**config.mk**
```make
export PLATFORM = sky130hd
export DESIGN_NAME = ibt_serial_if
export DESIGN_NICKNAME = d
export VERILOG_FILES = /design/src/ibt_pkg.sv /design/src/ibt_bus_timer.sv /design/src/ibt_serial_if.sv
export VERILOG_INCLUDE_DIRS = /design/src
export SDC_FILE = /design/constraint.sdc
export NUM_CORES = 1
export LEC_CHECK = 0
export ABC_AREA = 1
export BUFFER_PORTS_ARGS = -buffer_cell sky130_fd_sc_hd__buf_2
export CORE_MARGIN = 3
export CORE_UTILIZATION = 45
export DETAILED_ROUTE_END_ITERATION = 6
export GPL_ROUTABILITY_DRIVEN = 0
export HOLD_SLACK_MARGIN = 0.05
export PLACE_DENSITY = 0.62
export SYNTH_ARGS = -nofsm -noshare
export SYNTH_HDL_FRONTEND = slang
export SYNTH_SLANG_ARGS = --single-unit
```
**constraint.sdc**
```tcl
create_clock -name clk -period 1.9 [get_ports clk]
set_input_delay 0.57 -clock clk [delete_from_list [all_inputs] [get_ports clk]]
set_output_delay 0.57 -clock clk [all_outputs]
set_load 0.01 [all_outputs]
```
**src/ibt_consts.svh**
```systemverilog
// Offsets, field positions, reset values and timing counts of the serial bus
`ifndef IBT_CONSTS_SVH
`define IBT_CONSTS_SVH

// ----------------------------------------------------------------------
// Register offsets
// ----------------------------------------------------------------------
`define IBT_OFF_CTRL 3'h0
`define IBT_OFF_DATA 3'h1
`define IBT_OFF_CFG 3'h2
`define IBT_OFF_IRQ_EN 3'h3
`define IBT_OFF_PRIO 3'h4
`define IBT_OFF_PRIO_HI 3'h5

// ----------------------------------------------------------------------
// Control register, read view
// ----------------------------------------------------------------------
`define IBT_CR_RX_BIT 7
`define IBT_CR_ATTN 6
`define IBT_CR_READY 5
`define IBT_CR_ARB 4
`define IBT_CR_START 3
`define IBT_CR_STOP 2
`define IBT_CR_MASTER 1

// ----------------------------------------------------------------------
// Control register, write view (commands)
// ----------------------------------------------------------------------
`define IBT_CW_CLR_XACT 7
`define IBT_CW_IDLE 6
`define IBT_CW_CLR_READY 5
`define IBT_CW_CLR_ARB 4
`define IBT_CW_CLR_START 3
`define IBT_CW_CLR_STOP 2
`define IBT_CW_XSTART 1
`define IBT_CW_XSTOP 0

// ----------------------------------------------------------------------
// Data, configuration and interrupt fields
// ----------------------------------------------------------------------
`define IBT_DR_TX_BIT 7
`define IBT_CFG_SLAVE_EN 7
`define IBT_CFG_MASTER_REQ 6
`define IBT_CFG_TIMER_RUN 4
`define IBT_CFG_SEL_HI 1
`define IBT_CFG_SEL_LO 0
`define IBT_CFG_WMASK 8'hd3
`define IBT_IRQ_TIMER_BIT 7
`define IBT_IRQ_SERIAL_BIT 0

// ----------------------------------------------------------------------
// Reset values
// ----------------------------------------------------------------------
`define IBT_RST_CFG 8'h00
`define IBT_RST_IRQ 8'h00
`define IBT_RST_RDATA 8'h00

// ----------------------------------------------------------------------
// Timing counts
// ----------------------------------------------------------------------
`define IBT_MC_CLKS 3'h6
`define IBT_MIN_MARK 10'h008
`define IBT_MIN_CNT0 10'h004
`define IBT_MIN_CNT1 10'h005
`define IBT_MIN_CNT2 10'h006
`define IBT_MIN_CNT3 10'h007
`define IBT_TIMER_TOP 10'h3ff

`endif

```
**src/ibt_pkg.sv**
```systemverilog
// Types shared by the serial bus interface and its bus timer
package ibt_pkg;
  typedef logic [2:0] ibt_addr_t;
  typedef logic [1:0] ibt_sel_t;
  typedef enum logic {IBT_BUS_FREE, IBT_IN_FRAME} ibt_phase_e;
endpackage : ibt_pkg

```
**src/ibt_bus_timer.sv**
```systemverilog
// Ten-bit bus timer for minimum times and stalled-bus detection
`timescale 1ns/100ps
`default_nettype none
`include "ibt_consts.svh"

module ibt_bus_timer (
  // Clock and reset
  input wire logic clk,
  input wire logic resetn,
  // Control
  input wire logic enable,
  input wire logic frameActive,
  input wire logic restart,
  input wire ibt_pkg::ibt_sel_t presetSel,
  // Status
  output logic minDone,
  output logic carry
);
  import ibt_pkg::*;

  logic [2:0] mcCount;
  logic mcTick;
  logic [9:0] count;

  // ----------------------------------------------------------------------
  // Preload selection
  // ----------------------------------------------------------------------
  function automatic logic [9:0] preload(input ibt_sel_t sel);
    logic [9:0] cycles;
    cycles = `IBT_MIN_CNT0;
    unique case (sel)
      2'h0: cycles = `IBT_MIN_CNT0;
      2'h1: cycles = `IBT_MIN_CNT1;
      2'h2: cycles = `IBT_MIN_CNT2;
      2'h3: cycles = `IBT_MIN_CNT3;
    endcase
    return `IBT_MIN_MARK - cycles;
  endfunction : preload

  // ----------------------------------------------------------------------
  // Machine cycle divider
  // ----------------------------------------------------------------------
  assign mcTick = (mcCount == `IBT_MC_CLKS - 3'h1);

  always_ff @(posedge clk) begin
    if (!resetn || mcTick) begin
      mcCount <= 3'h0;
    end else begin
      mcCount <= mcCount + 3'h1;
    end
  end

  // ----------------------------------------------------------------------
  // Counter
  // ----------------------------------------------------------------------
  always_ff @(posedge clk) begin
    if (!resetn || !enable || restart) begin
      count <= preload(presetSel);
    end else if (mcTick) begin
      if (frameActive) begin
        count <= count + 10'h001;
      end else if (!minDone) begin
        count <= count + 10'h001;
      end
    end
  end

  always_ff @(posedge clk) begin
    if (!resetn) begin
      carry <= 1'b0;
    end else begin
      carry <= enable && frameActive && !restart && mcTick &&
               (count == `IBT_TIMER_TOP);
    end
  end

  // Low three bits cover the minimum times
  assign minDone = !enable || (|count[9:3]);

endmodule : ibt_bus_timer
`default_nettype wire

```
**src/ibt_serial_if.sv**
```systemverilog
// Single-bit two-wire serial bus interface with software pacing
// Operation
// - One-bit interface with framing checks, clock stretching and bus timeout.
// - Timer low bits enforce only the minimum low time, by stretching the clock in a frame.
// - Timer counts machine cycles, preload picked by two-bit prescale field.
// - Full ten-bit timer counts the maximum time between clock changes.
// - Each clock line transition restarts the timeout measurement.
// - Timer stops between frames once the minimum count is reached.
// - Carry comes 1020 to 1023 machine cycles after last clock change.
// - Carry resets the interface, releases clock and requests timer interrupt.
// - Timer runs and resets interface only while the run bit is set.
// - Timer interrupt enable at bit 7, with priority and high-priority bits.
// - Serial interrupt enable at bit 0, with settable priority.
// - Global and serial enable set: interrupt on attention.
// - Each rising clock edge samples data into the received bit.
// - Data register shows received bit on top; its read clears ready.
// - Attention is the OR of ready, arbitration lost, start and stop.
// - Ready set on each rising clock edge unless idle slave.
// - Ready cleared by clear command or any data register access.
// - After ready, clock held low in next low period within a frame until cleared.
// - Timer holds clock low in a frame long enough for minimum low time.
// - Data line pulled low only while transmit is active.
// - Start flag set on start when master or non-idle slave.
// - Written transmit bit reaches the data line only while clock low.
// - Timer preloaded with eight minus cycle count at each transition.
`timescale 1ns/100ps
`default_nettype none
`include "ibt_consts.svh"

module ibt_serial_if (
  // Clock and reset
  input wire logic clk,
  input wire logic resetn,
  // Register port
  input wire ibt_pkg::ibt_addr_t regAddr,
  input wire logic [7:0] regWdata,
  input wire logic regWrite,
  input wire logic regRead,
  output logic [7:0] regRdata,
  // Interrupt system
  input wire logic globalInterruptEnable,
  output logic serialIrq,
  output logic timerIrq,
  output logic [1:0] serialIrqLevel,
  output logic [1:0] timerIrqLevel,
  // Bus pins
  input wire logic sclIn,
  output logic sclOut,
  output logic sclOe,
  input wire logic sdaIn,
  output logic sdaOut,
  output logic sdaOe
);
  import ibt_pkg::*;

  logic [1:0] pinIn;
  logic [1:0] syncA;
  logic [1:0] syncB;
  logic sclPrev;
  logic sdaPrev;
  logic sclS;
  logic sdaS;
  logic sclRise;
  logic sclFall;
  logic startDet;
  logic stopDet;
  ibt_phase_e phase;
  logic ifReset;
  logic timerCarry;
  logic minDone;
  logic [7:0] serial_config_reg;
  logic [7:0] irq_enable_reg_b;
  logic [7:0] irq_priority_reg_b;
  logic [7:0] irq_priority_high_reg_b;
  logic received_bit;
  logic bit_ready_flag;
  logic arbitration_lost_flag;
  logic start_seen_flag;
  logic stop_seen_flag;
  logic attention_flag;
  logic master;
  logic idle;
  logic idleSlave;
  logic xmitActive;
  logic transmit_bit;
  logic txOut;
  logic ctrlWr;
  logic dataWr;
  logic dataRd;
  logic arbEvent;
  logic next_sclOe;

  // ----------------------------------------------------------------------
  // Address decode
  // ----------------------------------------------------------------------
  function automatic logic hit(input ibt_addr_t addr, input ibt_addr_t off);
    return addr == off;
  endfunction : hit

  assign ctrlWr = regWrite && hit(regAddr, `IBT_OFF_CTRL);
  assign dataWr = regWrite && hit(regAddr, `IBT_OFF_DATA);
  assign dataRd = regRead && hit(regAddr, `IBT_OFF_DATA);

  // ----------------------------------------------------------------------
  // Pin synchronisers and edge detection
  // ----------------------------------------------------------------------
  assign pinIn = {sdaIn, sclIn};

  for (genvar g = 0; g < 2; g++) begin : gSync
    always_ff @(posedge clk) begin
      if (!resetn) begin
        syncA[g] <= 1'b1;
        syncB[g] <= 1'b1;
      end else begin
        syncA[g] <= pinIn[g];
        syncB[g] <= syncA[g];
      end
    end
  end

  assign sclS = syncB[0];
  assign sdaS = syncB[1];

  always_ff @(posedge clk) begin
    if (!resetn) begin
      sclPrev <= 1'b1;
      sdaPrev <= 1'b1;
    end else begin
      sclPrev <= sclS;
      sdaPrev <= sdaS;
    end
  end

  assign sclRise = sclS && !sclPrev;
  assign sclFall = !sclS && sclPrev;
  assign startDet = sclS && sclPrev && sdaPrev && !sdaS;
  assign stopDet = sclS && sclPrev && !sdaPrev && sdaS;

  // ----------------------------------------------------------------------
  // Frame tracking
  // ----------------------------------------------------------------------
  always_ff @(posedge clk) begin
    if (!resetn || ifReset) begin
      phase <= IBT_BUS_FREE;
    end else begin
      unique case (phase)
        IBT_BUS_FREE: if (startDet) phase <= IBT_IN_FRAME;
        IBT_IN_FRAME: if (stopDet) phase <= IBT_BUS_FREE;
      endcase
    end
  end

  // ----------------------------------------------------------------------
  // Bus timer
  // ----------------------------------------------------------------------
  ibt_bus_timer uTimer (
    .clk(clk),
    .resetn(resetn),
    .enable(serial_config_reg[`IBT_CFG_TIMER_RUN]),
    .frameActive(phase == IBT_IN_FRAME),
    .restart(sclRise || sclFall || startDet || stopDet),
    .presetSel({serial_config_reg[`IBT_CFG_SEL_HI],
                serial_config_reg[`IBT_CFG_SEL_LO]}),
    .minDone(minDone),
    .carry(timerCarry)
  );

  assign ifReset = timerCarry;

  // ----------------------------------------------------------------------
  // Software registers
  // ----------------------------------------------------------------------
  always_ff @(posedge clk) begin
    if (!resetn) begin
      serial_config_reg <= `IBT_RST_CFG;
    end else if (regWrite && hit(regAddr, `IBT_OFF_CFG)) begin
      serial_config_reg <= regWdata & `IBT_CFG_WMASK;
    end
  end

  always_ff @(posedge clk) begin
    if (!resetn) begin
      irq_enable_reg_b <= `IBT_RST_IRQ;
      irq_priority_reg_b <= `IBT_RST_IRQ;
      irq_priority_high_reg_b <= `IBT_RST_IRQ;
    end else if (regWrite) begin
      if (hit(regAddr, `IBT_OFF_IRQ_EN)) begin
        irq_enable_reg_b <= regWdata;
      end
      if (hit(regAddr, `IBT_OFF_PRIO)) begin
        irq_priority_reg_b <= regWdata;
      end
      if (hit(regAddr, `IBT_OFF_PRIO_HI)) begin
        irq_priority_high_reg_b <= regWdata;
      end
    end
  end

  // ----------------------------------------------------------------------
  // Received bit and status flags
  // ----------------------------------------------------------------------
  assign idleSlave = idle && !master;

  always_ff @(posedge clk) begin
    if (!resetn) begin
      received_bit <= 1'b0;
    end else if (sclRise) begin
      received_bit <= sdaS;
    end
  end

  always_ff @(posedge clk) begin
    if (!resetn || ifReset) begin
      idle <= 1'b0;
    end else if (startDet) begin
      idle <= 1'b0;
    end else if (ctrlWr && regWdata[`IBT_CW_IDLE]) begin
      idle <= 1'b1;
    end
  end

  always_ff @(posedge clk) begin
    if (!resetn || ifReset) begin
      bit_ready_flag <= 1'b0;
    end else if (sclRise && !idleSlave) begin
      bit_ready_flag <= 1'b1;
    end else if ((ctrlWr && regWdata[`IBT_CW_CLR_READY]) ||
                 dataWr || dataRd) begin
      bit_ready_flag <= 1'b0;
    end
  end

  assign arbEvent = sclRise && xmitActive && txOut && !sdaS;

  always_ff @(posedge clk) begin
    if (!resetn || ifReset) begin
      arbitration_lost_flag <= 1'b0;
    end else if (arbEvent) begin
      arbitration_lost_flag <= 1'b1;
    end else if (ctrlWr && regWdata[`IBT_CW_CLR_ARB]) begin
      arbitration_lost_flag <= 1'b0;
    end
  end

  always_ff @(posedge clk) begin
    if (!resetn || ifReset) begin
      start_seen_flag <= 1'b0;
    end else if (startDet && (master || !idle)) begin
      start_seen_flag <= 1'b1;
    end else if (ctrlWr && regWdata[`IBT_CW_CLR_START]) begin
      start_seen_flag <= 1'b0;
    end
  end

  always_ff @(posedge clk) begin
    if (!resetn || ifReset) begin
      stop_seen_flag <= 1'b0;
    end else if (stopDet && (master || !idle)) begin
      stop_seen_flag <= 1'b1;
    end else if (ctrlWr && regWdata[`IBT_CW_CLR_STOP]) begin
      stop_seen_flag <= 1'b0;
    end
  end

  assign attention_flag = bit_ready_flag || arbitration_lost_flag ||
                          start_seen_flag || stop_seen_flag;

  // ----------------------------------------------------------------------
  // Mastership
  // ----------------------------------------------------------------------
  always_ff @(posedge clk) begin
    if (!resetn || ifReset) begin
      master <= 1'b0;
    end else if (arbEvent) begin
      master <= 1'b0;
    end else if (ctrlWr && regWdata[`IBT_CW_XSTOP] &&
                 !serial_config_reg[`IBT_CFG_MASTER_REQ]) begin
      master <= 1'b0;
    end else if (serial_config_reg[`IBT_CFG_MASTER_REQ] &&
                 phase == IBT_BUS_FREE && !startDet) begin
      master <= 1'b1;
    end
  end

  // ----------------------------------------------------------------------
  // Transmit path
  // ----------------------------------------------------------------------
  always_ff @(posedge clk) begin
    if (!resetn || ifReset) begin
      xmitActive <= 1'b0;
    end else if (arbEvent) begin
      xmitActive <= 1'b0;
    end else if (dataWr || (ctrlWr && (regWdata[`IBT_CW_XSTART] ||
                                       regWdata[`IBT_CW_XSTOP]))) begin
      xmitActive <= 1'b1;
    end else if (dataRd || (ctrlWr && regWdata[`IBT_CW_CLR_XACT])) begin
      xmitActive <= 1'b0;
    end
  end

  always_ff @(posedge clk) begin
    if (!resetn) begin
      transmit_bit <= 1'b1;
    end else if (dataWr) begin
      transmit_bit <= regWdata[`IBT_DR_TX_BIT];
    end else if (ctrlWr && regWdata[`IBT_CW_XSTART]) begin
      transmit_bit <= 1'b1;
    end else if (ctrlWr && regWdata[`IBT_CW_XSTOP]) begin
      transmit_bit <= 1'b0;
    end
  end

  always_ff @(posedge clk) begin
    if (!resetn) begin
      txOut <= 1'b1;
    end else if (!sclS) begin
      txOut <= transmit_bit;
    end
  end

  always_ff @(posedge clk) begin
    if (!resetn || ifReset) begin
      sdaOe <= 1'b0;
    end else begin
      sdaOe <= xmitActive && !arbEvent && !txOut;
    end
  end

  // ----------------------------------------------------------------------
  // Clock stretching
  // ----------------------------------------------------------------------
  assign next_sclOe = !sclS && phase == IBT_IN_FRAME &&
                      (attention_flag || !minDone);

  always_ff @(posedge clk) begin
    if (!resetn || ifReset) begin
      sclOe <= 1'b0;
    end else begin
      sclOe <= next_sclOe;
    end
  end

  assign sclOut = 1'b0;
  assign sdaOut = 1'b0;

  // ----------------------------------------------------------------------
  // Interrupt requests
  // ----------------------------------------------------------------------
  always_ff @(posedge clk) begin
    if (!resetn) begin
      serialIrq <= 1'b0;
      timerIrq <= 1'b0;
      serialIrqLevel <= 2'h0;
      timerIrqLevel <= 2'h0;
    end else begin
      serialIrq <= globalInterruptEnable && attention_flag &&
                   irq_enable_reg_b[`IBT_IRQ_SERIAL_BIT];
      timerIrq <= timerCarry &&
                  irq_enable_reg_b[`IBT_IRQ_TIMER_BIT];
      serialIrqLevel <= {irq_priority_high_reg_b[`IBT_IRQ_SERIAL_BIT],
                         irq_priority_reg_b[`IBT_IRQ_SERIAL_BIT]};
      timerIrqLevel <= {irq_priority_high_reg_b[`IBT_IRQ_TIMER_BIT],
                        irq_priority_reg_b[`IBT_IRQ_TIMER_BIT]};
    end
  end

  // ----------------------------------------------------------------------
  // Read data
  // ----------------------------------------------------------------------
  always_ff @(posedge clk) begin
    if (!resetn) begin
      regRdata <= `IBT_RST_RDATA;
    end else if (regRead) begin
      regRdata <= 8'h00;
      if (hit(regAddr, `IBT_OFF_CTRL)) begin
        regRdata[`IBT_CR_RX_BIT] <= received_bit;
        regRdata[`IBT_CR_ATTN] <= attention_flag;
        regRdata[`IBT_CR_READY] <= bit_ready_flag;
        regRdata[`IBT_CR_ARB] <= arbitration_lost_flag;
        regRdata[`IBT_CR_START] <= start_seen_flag;
        regRdata[`IBT_CR_STOP] <= stop_seen_flag;
        regRdata[`IBT_CR_MASTER] <= master;
      end
      if (hit(regAddr, `IBT_OFF_DATA)) begin
        regRdata[`IBT_DR_TX_BIT] <= received_bit;
      end
      if (hit(regAddr, `IBT_OFF_CFG)) begin
        regRdata <= serial_config_reg;
      end
      if (hit(regAddr, `IBT_OFF_IRQ_EN)) begin
        regRdata <= irq_enable_reg_b;
      end
      if (hit(regAddr, `IBT_OFF_PRIO)) begin
        regRdata <= irq_priority_reg_b;
      end
      if (hit(regAddr, `IBT_OFF_PRIO_HI)) begin
        regRdata <= irq_priority_high_reg_b;
      end
    end
  end

endmodule : ibt_serial_if
`default_nettype wire

```
-- After elaboration in Yosys (flattened, before gate mapping)
Index checks and enable logic that the tools add are counted.
Widths: inputs -> output; s select.
- output and inout port bits: 18
- flip-flop bits (word level): 76
- bits of input ports: 18
- word-level logic and storage cells: 165
- reductions and logical operators: 91
- bitwise operators: 1
- equality and inequality tests: 11
- muxes and demuxes: 28
- $add $sub $neg: 3
- operators by type and width (kind ; count):
    $mux 10 ; 5
    $logic_and 1x1->1 ; 41
    $pmux 10 s4 ; 1
    $mux 8 ; 4
    $logic_or 1x1->1 ; 18
    $mux 1 ; 16
    $logic_not 1->1 ; 15
    $reduce_bool 2->1 ; 6
    $add 10x1->10 const B ; 1
    $eq 10x10->1 const B ; 1
    $sub 4x10->10 const A ; 1
    $eq 3x3->1 const B ; 3
    $reduce_and 2->1 ; 4
    $mux 7 ; 1
    $reduce_or 7->1 ; 1
    $eq 3x2->1 const B ; 2
    $eq 2x2->1 const B ; 2
    $reduce_or 2->1 ; 2
    $add 3x1->3 const B ; 1
    $eq 3x1->1 const B ; 1
    $logic_not 3->1 ; 1
    $ne 3x3->1 const B ; 1
    $reduce_bool 3->1 ; 1
    $reduce_or 3->1 ; 1
    4 further kinds ; 4

-- Longest topological paths before layout
Gate-level depths: netlist of the first run.
- depth in word-level cells: 9
- depth in mapped cells: 10

-- Hierarchy
From an unflattened synthesis of the first run, not the netlist that was laid out.
- cells, all modules: 438
- area total of the unflattened synthesis: 3488.3 sq um
- by module, submodules not included (module ; cells an instance ; sequential area each (sq um) ; instances ; area an instance (sq um)):
    ibt_serial_if ; 338 ; 1241.2 ; 1 ; 2598.7
    ibt_bus_timer ; 100 ; 380.4 ; 1 ; 889.6

-- Least setup slack after synthesis of the first run
OpenSTA, ideal clock, no wires.
- path type: input to register
- start point: in resetn
- end point: reg uTimer.count[0] (enable)
- arrival: 1.328 ns
- data required time: 1.584 ns
- stages on the path: 4
- path slack: 0.257 ns
- setup time: 0.316 ns
- path through: buf_4 -> nand3_1 -> nor3_4 -> nand2_1
- word-level cells in the longest chain between the ends: 5
- elaborated cells between the ends (all ways): 6
- classes of those cells: 1 x eq/ne; 5 x reduce/logical
- ends and longest elaborated chain (item ; line ; RTL):
    start, declared ; ibt_serial_if.sv:33 ; input wire logic resetn,
    $logic_not 1->1 * ; ibt_bus_timer.sv:57 ; if (!resetn || !enable || restart) begin
    $logic_or 1x1->1 * (2 in a row) ; ibt_bus_timer.sv:57 ;
    $ne 3x3->1 (no line) or $reduce_bool 2->1 (tied branches) ; n/a ;
    $reduce_and 2->1 (no line) * ; n/a ;
    end signal, assigned ; ibt_bus_timer.sv:58 ; count <= preload(presetSel);
    end signal, assigned ; ibt_bus_timer.sv:61 ; count <= count + 10'h001;
    end signal, assigned ; ibt_bus_timer.sv:63 ; count <= count + 10'h001;
    end, declared ; ibt_bus_timer.sv:23 ; logic [9:0] count;
Mark *: on every way between the ends. The rest lies on a longest branch, timed or not.
A chain may end at the register's enable or synchronous reset.

-- Final worst setup path of the first run
- start point: reg uTimer.count[3]
- end point: reg uTimer.count[3] (enable)
- word-level cells in the longest chain between the ends: 4
- ends and longest elaborated chain (item ; line ; RTL):
    $reduce_or 7->1 ; ibt_bus_timer.sv:78 ; assign minDone = !enable || (|count[9:3]);
    $logic_or 1x1->1 ; ibt_bus_timer.sv:78 ;
    $ne 3x3->1 (no line) ; n/a ;
    $reduce_and 2->1 (no line) ; n/a ;
Every way passes these cells.

==> results summary, run 1 <==
The final-stage net count came out at 491. The max-slew violation count came to 0. STA puts the critical path data required time at 1.96 ns.

The fraction of layout instances using a drive strength above 1 is 18.1%. In the synthesized netlist, the number of instances is between 400 and 500. After detailed placement, the total cell area comes to 3630 um^2. The clock passes through at most 2 buffers. Setup repair after global routing left no endpoint under its margin. The share of the yosys chip area belonging to registers is between 40% and 50%. The fmax came out at 586 MHz. The number of search-and-repair iterations in the first detailed-routing pass is 5. The overall routing resource usage came out at ~20%. The reported max-cap violation count is 0. The post-detailed-placement half-perimeter wirelength came out at between 5 and 6 mm.

The sum of negative setup slack is 0 ns. Clock skew on the completed layout was measured at slightly above 0.006 ns. The worst-case IR drop observed on VDD is 0.466 mV. The flop and latch count out of synthesis came out at 76. The worst-path cell with the longest stage delay is sky130_fd_sc_hd__nor4_1. The cell with the most instances after synthesis is sky130_fd_sc_hd__nand2_1. STA classifies the critical path endpoint as a register.

The highest fanout seen on the critical path is 10. The first-pass GRT wire length came out at 13.1 mm. The critical path goes through nor4_1 -> nand3_1 -> nand2_1 -> nand2_1 -> nand2_1 -> buf_4. Summed over all instances, the cell type with the most area after synthesis is sky130_fd_sc_hd__dfxtp_1. The area share of the leading cell type in the synthesized netlist is 38.6%. TritonCTS built the clock tree. The number of filler instances in the final layout is 726. The count of nets left with antenna violations once routing finished came out at 0. The mean number of vias per cell came out at 4.97. Buffers added to address setup during post-CTS repair amount to 0.

The worst path uses around 90% of the clock period. The register with the most flip-flops in the final layout is uTimer.count. The count of buffers inserted at the top-level ports is 33.

The core occupancy in the finished layout is 52.9%. The floorplan die area is ~8700 um^2. The clock period minus worst slack is between 1.5 and 2 ns. After detailed routing, the average wire length per cell comes to 13.8 um. The detailed router finished its first iteration with about 160 violations.

CTS saw between 70 and 80 sinks. The total inserted antenna cells is 0. Dividing total power by cell area gives a power density of 892 nW/um^2.

The total leakage power came out at 1.61 nW. In the synthesized netlist the dominant register cell turns out to be sky130_fd_sc_hd__dfxtp_1. In the synthesized netlist the async set-or-reset flop fraction comes to 0%. The number of endpoints failing setup at the final stage is 0. The CTS clock-pin slew for the worst setup and hold paths came out at around 0.07 ns. The total non-filler cell area in the finished layout came out at about 3900 um^2. The distinct cell type count after synthesis came out at 39.

The H-tree level count is 3. The area growth from synthesis to final layout came out at 13.5%. Summing over every cut layer, the via total after detailed routing is 2,822. In the synthesized netlist, the cells that appear most often are 95 x sky130_fd_sc_hd__nand2_1, 66 x sky130_fd_sc_hd__dfxtp_1, 49 x sky130_fd_sc_hd__a21oi_1.

The number of antenna violations at the first check in global routing is 0. The start-to-end type of the worst setup path is register to register. The worst register-to-register path begins at uTimer.count[3]$_SDFFCE_PP0P_.

The largest delay contributor family on the critical path is simple AND/OR/NAND/NOR gates. Entering global routing, the biggest net connects 27 pins. In this run the clock root is driven by a sky130_fd_sc_hd__clkbuf_8. The number of synthesized flops with an enable pin came out at 10.

The summed instance area of the synthesized netlist is about 3400 um^2. The launch point of the worst hold path is sdaIn. The average instance in the mapped netlist occupies 7.95 um^2.

In this run the worst setup path begins at uTimer.count[3]$_SDFFCE_PP0P_. The delay of the slowest cell on the worst path is 0.45 ns. Wires add up to 7.82 mm. The number of endpoints with negative hold slack in the final report is 0. The flow ran to the end, and the final reports show no timing, DRC or antenna violations. Global routing finished with a remaining overflow of 0. The total of warnings raised by yosys is 0. The critical path buffer and inverter count is 1. The most numerous cell type found on the critical path is sky130_fd_sc_hd__nand2_1. The starting density of the core is 46.6%. The DRC violation count after routing is 0.

The height of the die came out at 93.2 um. The number of buffers added by the clock tree synthesis step is 9. The number of core rows is 31. The worst setup path is launched from a register. The worst hold path belongs to the class input pin to register. The worst-skew pair later-pin latency is roughly 0.35 ns. The number of resized instances in the post-cts repair step came out at 0. The arrival time reported for the critical path endpoint is between 1.5 and 2 ns. The flip-flop count of the largest register after layout came out at 10.

The horizontal extent of the die is about 93 um. The via count of the first global-routing pass is 2,663. The quantity of hold-fixing buffers added after cts is 0. After synthesis, the cell types taking the most area are sky130_fd_sc_hd__dfxtp_1 39%, sky130_fd_sc_hd__nand2_1 10%, sky130_fd_sc_hd__edfxtp_1 8.8%. The number of top-level pins is 36. The core outline area came out at 7330 um^2.
## metal layers
| metal | track usage (%) | share of wire [%] | vias to the layer above |
|---|---|---|---|
| li1 | - | - | 1470 |
| met1 | 28.2 | 50 | 1247 |
| met2 | 28.4 | 42 | 93 |
| met3 | 3.46 | 6.4 | 12 |
| met4 | 9.40 | 1.7 | 0 |
| met5 | 0 | 0 | - |
## cell usage in the layout, fill, tap and decap left out, types with 3 or more instances in the layout
cell,n
sky130_fd_sc_hd__nand2_1,95
sky130_fd_sc_hd__dfxtp_1,66
sky130_fd_sc_hd__a21oi_1,49
sky130_fd_sc_hd__inv_1,36
sky130_fd_sc_hd__nand3_1,35
sky130_fd_sc_hd__buf_2,33
sky130_fd_sc_hd__nor2_1,27
sky130_fd_sc_hd__o21ai_0,26
sky130_fd_sc_hd__clkbuf_8,11
sky130_fd_sc_hd__edfxtp_1,10
sky130_fd_sc_hd__ha_1,9
sky130_fd_sc_hd__buf_4,8
sky130_fd_sc_hd__or2_2,6
sky130_fd_sc_hd__inv_2,5
sky130_fd_sc_hd__o21ai_1,5
sky130_fd_sc_hd__a31oi_1,4
sky130_fd_sc_hd__nand2_2,4
sky130_fd_sc_hd__nand4_1,4
sky130_fd_sc_hd__nor3_1,3
sky130_fd_sc_hd__nor2_2,3
## power by group
group	leakage, nW	total [mW]	internal, mW	switching (mW)
Clock	0.125	1.47	0.890	0.585
Sequential	0.656	1.71	1.68	0.0334
Combinational	0.829	0.276	0.0939	0.182
Total	1.61	3.46	2.66	0.800
## cells by family (layout without fill, tap and decap cells)
logic type / count (synthesis) / count (layout) / synth area share [%]
compound gates: 93 / 93 / 14.7
xor+xnor: 4 / 4 / 1.02
fa+ha+maj: 9 / 9 / 3.29
buf+inv: 62 / 100 / 8.96
flops: 76 / 76 / 47.4
other cells: 1 / 2 / 0.110
simple gates: 185 / 185 / 24.5
## per-stage QoR
stage	worst slack [ns]	power, mW	instances	hold WS [ns]
3_3_place_gp	0.156	2.02	552	0.399
3_5_place_dp	0.151	2.02	552	0.400
2_1_floorplan	0.257	1.93	431	0.393
5_1_grt	0.112	3.62	568	0.391
6_report	0.195	3.46	568	0.401
4_1_cts	0.229	3.50	568	0.384
## final timing paths
| path | endpoint | slack [ns] | cells after the start |
|---|---|---|---|
| hold reg to reg | sclS$_SDFF_PN1_ | 0.42 | 1 |
| hold / removal | syncA[1]$_SDFF_PN1_ | 0.40 | 2 |
| setup reg to reg | uTimer.count[3]$_SDFFCE_PP0P_ | 0.19 | 6 |
| setup / recovery | uTimer.count[3]$_SDFFCE_PP0P_ | 0.19 | 6 |
## layout make-up
type                       instances  area (um^2)  area share [%]
clock buffer                      13          180            4.64
timing repair buffer              41          225            5.80
multi-input combinational        293         1500            38.5
sequential                        76         1620            41.8
inverter                          43          169            4.35
clock inverter                     3         65.1            1.68
tap                               99          124            3.19
Power figures use the tool's default switching activity.
==> run 2: changes to the inputs <==
CORE_ASPECT_RATIO = 1.1   (was not set)
==> results summary, run 2 (synthesized netlist as in run 1, its figures left out) <==
Status: completed (unchanged). The number of routed nets with antenna violations is 0 (unchanged). The buffer type at the clock tree root is sky130_fd_sc_hd__clkbuf_8 (unchanged). The delay of the slowest cell on the worst path is 0.36 ns (was 0.45 ns). The total detailed-routing wirelength came out at 7.90 mm (was 7.82 mm). The number of buffers added by the clock tree synthesis step came out at 9 (unchanged). The per-cell routed wire length is 14.2 um (was 13.8 um). The pin count of the biggest net entering global routing came out at 28 (was 27). The wire length on met3 is 274 um (was 502 um). The highest metal layer used by the detailed router was met4 (unchanged). The met2 wirelength from detailed routing is 3.82 mm (was 3.25 mm).

The total number of vias came to 2,888 (was 2,822). The number of core rows is 32 (was 31). The maximum resistive drop on vdd is 0.414 mV (was 0.466 mV). The starting density of the core is 47.4% (was 46.6%). The TritonCTS clock tree was built (unchanged). The fraction of layout instances using a drive strength above 1 was 18.5% (was 18.1%). The horizontal extent of the die is 89.1 um (was 93.2 um).

The reported max-cap violation count is 0 (unchanged). The share of total power in the clock network is 39.3% (was 42.6%). The highest fanout seen on the critical path came out at 10 (unchanged). The destination of the critical timing path is uTimer.count[0]$_DFFE_PP_ (was uTimer.count[3]$_SDFFCE_PP0P_). The areal power density over the cells came to 855 nW/um^2 (was 892 nW/um^2).

The reported net switching power came out at 0.823 mW (was 0.800 mW). The overall power came out at 3.28 mW (was 3.46 mW). The overall routing resource usage is 18.9% (was 19.7%). The number of filler instances in the final layout is 705 (was 726). The worst-path cell with the longest stage delay was sky130_fd_sc_hd__dfxtp_1 (was sky130_fd_sc_hd__nor4_1).

The sum of negative setup slack is 0 ns (unchanged). The start-to-end type of the worst setup path was register to register (unchanged). The worst min-delay path category is input pin to register (unchanged). The sum of overflow across all layers after global routing is 0 (unchanged). The total inserted antenna cells is 0 (unchanged). The number of setup buffers added after CTS came out at 0 (unchanged). The via count of the first global-routing pass came out at 2,695 (was 2,663). The clock skew after layout came out at 0.00775 ns (was 0.00609 ns).

The leading cell type in the layout, fill and taps excluded is sky130_fd_sc_hd__nand2_1 (unchanged). The register with the highest flop count is uTimer.count (unchanged). The CTS sink count is 76 (unchanged). The initial DRC count is 130 (was 156). The first-pass GRT wire length came out at 12.8 mm (was 13.1 mm). The mean number of vias per cell came out at 5.20 (was 4.97).

The max-slew violation count is 0 (unchanged). The clock period minus worst slack is 1.63 ns (was 1.71 ns). The number of buffers between clock root and the deepest sink came out at 2 (unchanged). The area growth from synthesis to final layout came out at 12.1% (was 13.5%).

The register share of total power came to 52.3% (was 49.4%). The wire length the detailed router placed on met1 is 3.65 mm (was 3.93 mm). The number of resized instances in the post-cts repair step came out at 0 (unchanged).

The worst-skew pair later-pin latency is 0.35 ns (about the same). Commonest non-fill, non-tap cells in the layout: 95 x sky130_fd_sc_hd__nand2_1, 66 x sky130_fd_sc_hd__dfxtp_1, 49 x sky130_fd_sc_hd__a21oi_1 (unchanged). The type of element capturing the critical path is a register (unchanged). The floorplan die area is 8680 um^2 (about the same). The DRC violation count after routing was 0 (unchanged). The post-detailed-placement half-perimeter wirelength is 5.86 mm (was 5.66 mm).

The worst hold-check slack came to 0.399 ns (was 0.401 ns). The power share of the combinational group was 8.4% (was 8.0%). The final-stage net count came out at 492 (was 491). The worst reg-to-reg setup slack is 0.27 ns (was 0.19 ns). The CTS clock-pin slew for the worst setup and hold paths is 0.08 ns (was 0.07 ns). The H-tree level count came out at 3 (unchanged). The internal cell power came out at 2.45 mW (was 2.66 mW).

The number of endpoints failing setup at the final stage is 0 (unchanged). The critical path required time came out at 2.01 ns (was 1.96 ns). Worst-path cell chain: ha_1 -> nand3_1 -> inv_1 -> nor3_4 -> inv_2 -> nand2_1 -> o21ai_0 (was nor4_1 -> nand3_1 -> nand2_1 -> nand2_1 -> nand2_1 -> buf_4). The quantity of hold-fixing buffers added after cts is 0 (unchanged). The number of top-level pins is 36 (unchanged). The core outline area came out at 7210 um^2 (was 7330 um^2). The arrival time reported for the critical path endpoint is 1.73 ns (was 1.77 ns). The fmax is 615 MHz (was 586 MHz). The capture instance of the worst register-to-register path is uTimer.count[0]$_DFFE_PP_ (was uTimer.count[3]$_SDFFCE_PP0P_).

The number of antenna violations at the first check in global routing came to 0 (unchanged). The height of the die came to 97.4 um (was 93.2 um). The final period utilization came out at 85.6% (was 89.7%). The number of search-and-repair iterations in the first detailed-routing pass is 4 (was 5).

The count of buffers inserted at the top-level ports is 33 (unchanged). The depth of the worst register-to-register path is 7 (was 6). The total leakage power came out at 1.60 nW (was 1.61 nW). The kind of start point of the critical path is a register (unchanged). The number of endpoints with negative hold slack in the final report came to 0 (unchanged).

The net switching fraction of the power is 25.1% (was 23.1%). The flip-flop count of the largest register after layout came to 10 (unchanged). Setup repair after global routing missed its margin: no (unchanged). The startpoint of the worst setup timing path was sclS$_SDFF_PN1_ (was uTimer.count[3]$_SDFFCE_PP0P_). The reg-to-reg startpoint is sclS$_SDFF_PN1_ (was uTimer.count[3]$_SDFFCE_PP0P_).
==> run 2: cell types whose count changed in the layout (fill, tap and decap cells not counted), sizes merged <==
cell,previous run,this run
clkinvlp,0,1
bufinv,2,1
buf,41,42
inv,43,45
clkbuf,13,11
==> run 2: power groups by stage <==
stage / clock network, mW / logic [mW] / registers (mW)
floorplan: 0 / 0.190 / 1.74
global placement: 0 / 0.271 / 1.75
detailed placement: 0 / 0.276 / 1.75
CTS: 1.30 / 0.276 / 1.71
global route: 1.36 / 0.310 / 1.72
finish: 1.29 / 0.275 / 1.71
==> run 2: how the worst min path moves through the flow <==
| stage | depth (start not counted) | start | end | slack (ns) |
|---|---|---|---|---|
| after global placement | 1 | syncA[1]$_SDFF_PN1_ | sdaS$_SDFF_PN1_ | 0.40 |
| after global routing | 2 | sdaIn | syncA[1]$_SDFF_PN1_ | 0.39 |
| after CTS | 2 | sclIn | syncA[0]$_SDFF_PN1_ | 0.39 |
| after floorplan | 1 | syncA[0]$_SDFF_PN1_ | sclS$_SDFF_PN1_ | 0.39 |
| after detailed placement | 1 | syncA[1]$_SDFF_PN1_ | sdaS$_SDFF_PN1_ | 0.40 |
| final | 2 | sclIn | syncA[0]$_SDFF_PN1_ | 0.40 |
==> run 2: cell type report <==
type                    count  area (um^2)  area share [%]
clock buffers              11          151            3.95
flip-flops and latches     76         1620            42.3
repair buffers             42          233            6.07
inverters                  43          169            4.41
well taps                  85          106            2.77
multi-input cells         293         1500            39.0
clock inverters             5         57.6            1.50
==> run 2: through the flow <==
| stage | utilization (%) | setup WS [ns] | std cells | cell area, um^2 |
|---|---|---|---|---|
| global route | 53.2 | 0.136 | 555 | 3830 |
| detailed placement | 50.3 | 0.143 | 539 | 3620 |
| global placement | 50.3 | 0.191 | 539 | 3620 |
| CTS | 53.2 | 0.242 | 555 | 3830 |
| floorplan | - | 0.257 | 431 | 3420 |
| finish | 53.2 | 0.273 | 555 | 3830 |
==> run 2: layer usage <==
layer | up-vias | global-route usage [%]
met1 | 1332 | 24.2
met2 | 57 | 30.7
met4 | 0 | 7.90
met5 | - | 0
met3 | 12 | 3.39
li1 | 1487 | -
==> run 2: critical path, delay by kind of cell (launching register included) <==
kind | cells | cell delay, ns
AND/OR/NAND/NOR | 3 | 0.48
flip-flops | 1 | 0.36
buffers and inverters | 2 | 0.27
adder cells (fa/ha/maj) | 1 | 0.20
AO/OA/AOI/OAI | 1 | 0.07
==> run 3: changes to the inputs <==
PLACE_DENSITY = not set   (was 0.62)
==> results summary, run 3 (synthesized netlist as in run 1, its figures left out) <==
The worst-skew pair later-pin latency is 0.35 ns (about the same). The highest fanout seen on the critical path came out at 10 (unchanged). The internal cell power came out at 2.29 mW (was 2.45 mW). The buffer type at the clock tree root is sky130_fd_sc_hd__clkbuf_8 (unchanged). The number of buffers added by the clock tree synthesis step is 9 (unchanged).

The via count of the first global-routing pass came out at 2,779 (was 2,695). The final period utilization came out at 88.6% (was 85.6%). The flip-flop count of the largest register after layout came out at 10 (unchanged).

The number of core rows was 32 (unchanged). The number of routed nets with antenna violations came out at 0 (unchanged). The kind of start point of the critical path is a register (unchanged).

The critical path required time is 1.91 ns (was 2.01 ns). The clock period minus worst slack came out at 1.68 ns (was 1.63 ns). The total detailed-routing wirelength was 7.93 mm (was 7.90 mm).

The number of top-level pins is 36 (unchanged). The count of buffers inserted at the top-level ports came out at 33 (unchanged). The total inserted antenna cells is 0 (unchanged). The number of endpoints failing setup at the final stage came out at 0 (unchanged). The register share of total power came out at 55.0% (was 52.3%). The total non-filler cell area in the finished layout is 3820 um^2 (was 3830 um^2). The number of search-and-repair iterations in the first detailed-routing pass came to 4 (unchanged). The number of buffers between clock root and the deepest sink came to 2 (unchanged). The share of total power in the clock network is 36.1% (was 39.3%). The total number of vias came out at 2,853 (was 2,888).

The number of setup buffers added after CTS is 0 (unchanged). The areal power density over the cells came out at 815 nW/um^2 (was 855 nW/um^2). Commonest non-fill, non-tap cells in the layout: 95 x sky130_fd_sc_hd__nand2_1, 66 x sky130_fd_sc_hd__dfxtp_1, 49 x sky130_fd_sc_hd__a21oi_1 (unchanged). The post-placement cell area came out at 3640 um^2 (was 3620 um^2). The start-to-end type of the worst setup path is register to register (unchanged). The horizontal extent of the die came to 89.1 um (unchanged). The initial DRC count is 201 (was 130). The startpoint of the worst setup timing path was uTimer.count[3]$_SDFFCE_PP0P_ (was sclS$_SDFF_PN1_). The fmax is 594 MHz (was 615 MHz). The number of filler instances in the final layout came out at 698 (was 705).

The TritonCTS clock tree was built (unchanged). The max-slew violation count came out at 0 (unchanged). The mean number of vias per cell is 5.12 (was 5.20).

The reported net switching power came out at 0.825 mW (was 0.823 mW). The depth of the worst register-to-register path is 5 (was 7). The type of element capturing the critical path is a register (unchanged). The per-cell routed wire length came out at 14.2 um (about the same). The overall power is 3.11 mW (was 3.28 mW). The floorplan die area came out at 8680 um^2 (unchanged). The arrival time reported for the critical path endpoint is 1.69 ns (was 1.73 ns). The leading cell type in the layout, fill and taps excluded is sky130_fd_sc_hd__nand2_1 (unchanged).

The sum of overflow across all layers after global routing is 0 (unchanged). The core outline area came out at 7210 um^2 (unchanged). The CTS clock-pin slew for the worst setup and hold paths came out at 0.08 ns (about the same). The register with the highest flop count is uTimer.count (unchanged).

The maximum resistive drop on vdd is 0.439 mV (was 0.414 mV). The reported max-cap violation count is 0 (unchanged). The power share of the combinational group is 9.0% (was 8.4%). The quantity of hold-fixing buffers added after cts is 0 (unchanged). The launch point of the worst hold path is sdaIn (was sclIn). The post-detailed-placement half-perimeter wirelength came out at 5.88 mm (was 5.86 mm). The overall routing resource usage is 19.8% (was 18.9%).

The area growth from synthesis to final layout came to 11.6% (was 12.1%). The final-stage net count was 494 (was 492). Setup repair after global routing missed its margin: no (unchanged). The H-tree level count came out at 3 (unchanged). The cell count of the worst hold path is 2 (unchanged). The number of resized instances in the post-cts repair step is 0 (unchanged). The fraction of layout instances using a drive strength above 1 came out at 18.6% (was 18.5%). The height of the die is 97.4 um (unchanged).

The reg-to-reg startpoint is uTimer.count[3]$_SDFFCE_PP0P_ (was sclS$_SDFF_PN1_). The first-pass GRT wire length is 13.5 mm (was 12.8 mm). The net switching fraction of the power is 26.5% (was 25.1%). The worst min-delay path category was input pin to register (unchanged). The DRC violation count after routing is 0 (unchanged). The total leakage power is 1.59 nW (was 1.60 nW). The worst reg-to-reg setup slack came to 0.22 ns (was 0.27 ns). The CTS sink count is 76 (unchanged).

The number of antenna violations at the first check in global routing came to 0 (unchanged). The number of endpoints with negative hold slack in the final report is 0 (unchanged). The clock skew after layout is 0.0113 ns (was 0.00775 ns).

The pin count of the biggest net entering global routing was 28 (unchanged). Status: completed (unchanged). The sum of negative setup slack is 0 ns (unchanged).

The starting density of the core came out at 47.4% (unchanged).
[run 3: cell types whose count changed in the layout (fill, tap and decap cells not counted)]
cell and delta:
sky130_fd_sc_hd__bufinv_16 -1, sky130_fd_sc_hd__buf_4 +2, sky130_fd_sc_hd__inv_6 -1, sky130_fd_sc_hd__clkinv_4 +2, sky130_fd_sc_hd__clkbuf_8 -1, sky130_fd_sc_hd__clkbuf_1 +1
[run 3: critical path, stage by stage (launching register included)]
cell and delay, ns:
sky130_fd_sc_hd__edfxtp_1 0.43, sky130_fd_sc_hd__nor4_1 0.33, sky130_fd_sc_hd__nand3_1 0.15, sky130_fd_sc_hd__nand2_1 0.08, sky130_fd_sc_hd__nand2_1 0.05, sky130_fd_sc_hd__nand2_1 0.30
[run 3: layout make-up]
class / count / area [um^2] / share of cell area [%]
flip-flops and latches: 76 / 1620 / 42.5
well taps: 85 / 106 / 2.79
clock inverters: 5 / 36.3 / 0.951
multi-input cells: 293 / 1500 / 39.2
inverters: 43 / 169 / 4.42
repair buffers: 44 / 248 / 6.49
clock buffers: 11 / 141 / 3.70
[run 3: routing by layer]
metal	GRT usage, %	part of all wire, %	vias to the layer above
li1	-	-	1483
met1	25.9	45	1310
met2	32.3	49	55
met3	5.17	4.6	5
met4	4.93	1.0	0
met5	0	0	-
[run 3: power groups by stage]
| stage | clock [mW] | combinational (mW) | sequential, mW |
|---|---|---|---|
| after floorplan | 0 | 0.190 | 1.74 |
| after global placement | 0 | 0.278 | 1.75 |
| after detailed placement | 0 | 0.279 | 1.75 |
| after CTS | 1.15 | 0.281 | 1.71 |
| after global routing | 1.23 | 0.317 | 1.72 |
| final | 1.12 | 0.279 | 1.71 |
[run 3: final timing paths]
check	to
max	uTimer.count[9]$_SDFFCE_PP0P_
min	syncA[1]$_SDFF_PN1_
max reg2reg	uTimer.count[9]$_SDFFCE_PP0P_
min reg2reg	sclS$_SDFF_PN1_
[run 3: through the flow]
step | util, % | hold slack, ns | instances | setup WS, ns
6_report | 53.0 | 0.401 | 557 | 0.216
5_1_grt | 53.0 | 0.380 | 557 | 0.0562
4_1_cts | 53.0 | 0.386 | 557 | 0.183
3_5_place_dp | 50.5 | 0.402 | 541 | 0.180
3_3_place_gp | 50.5 | 0.398 | 541 | 0.201
2_1_floorplan | - | 0.393 | 431 | 0.257
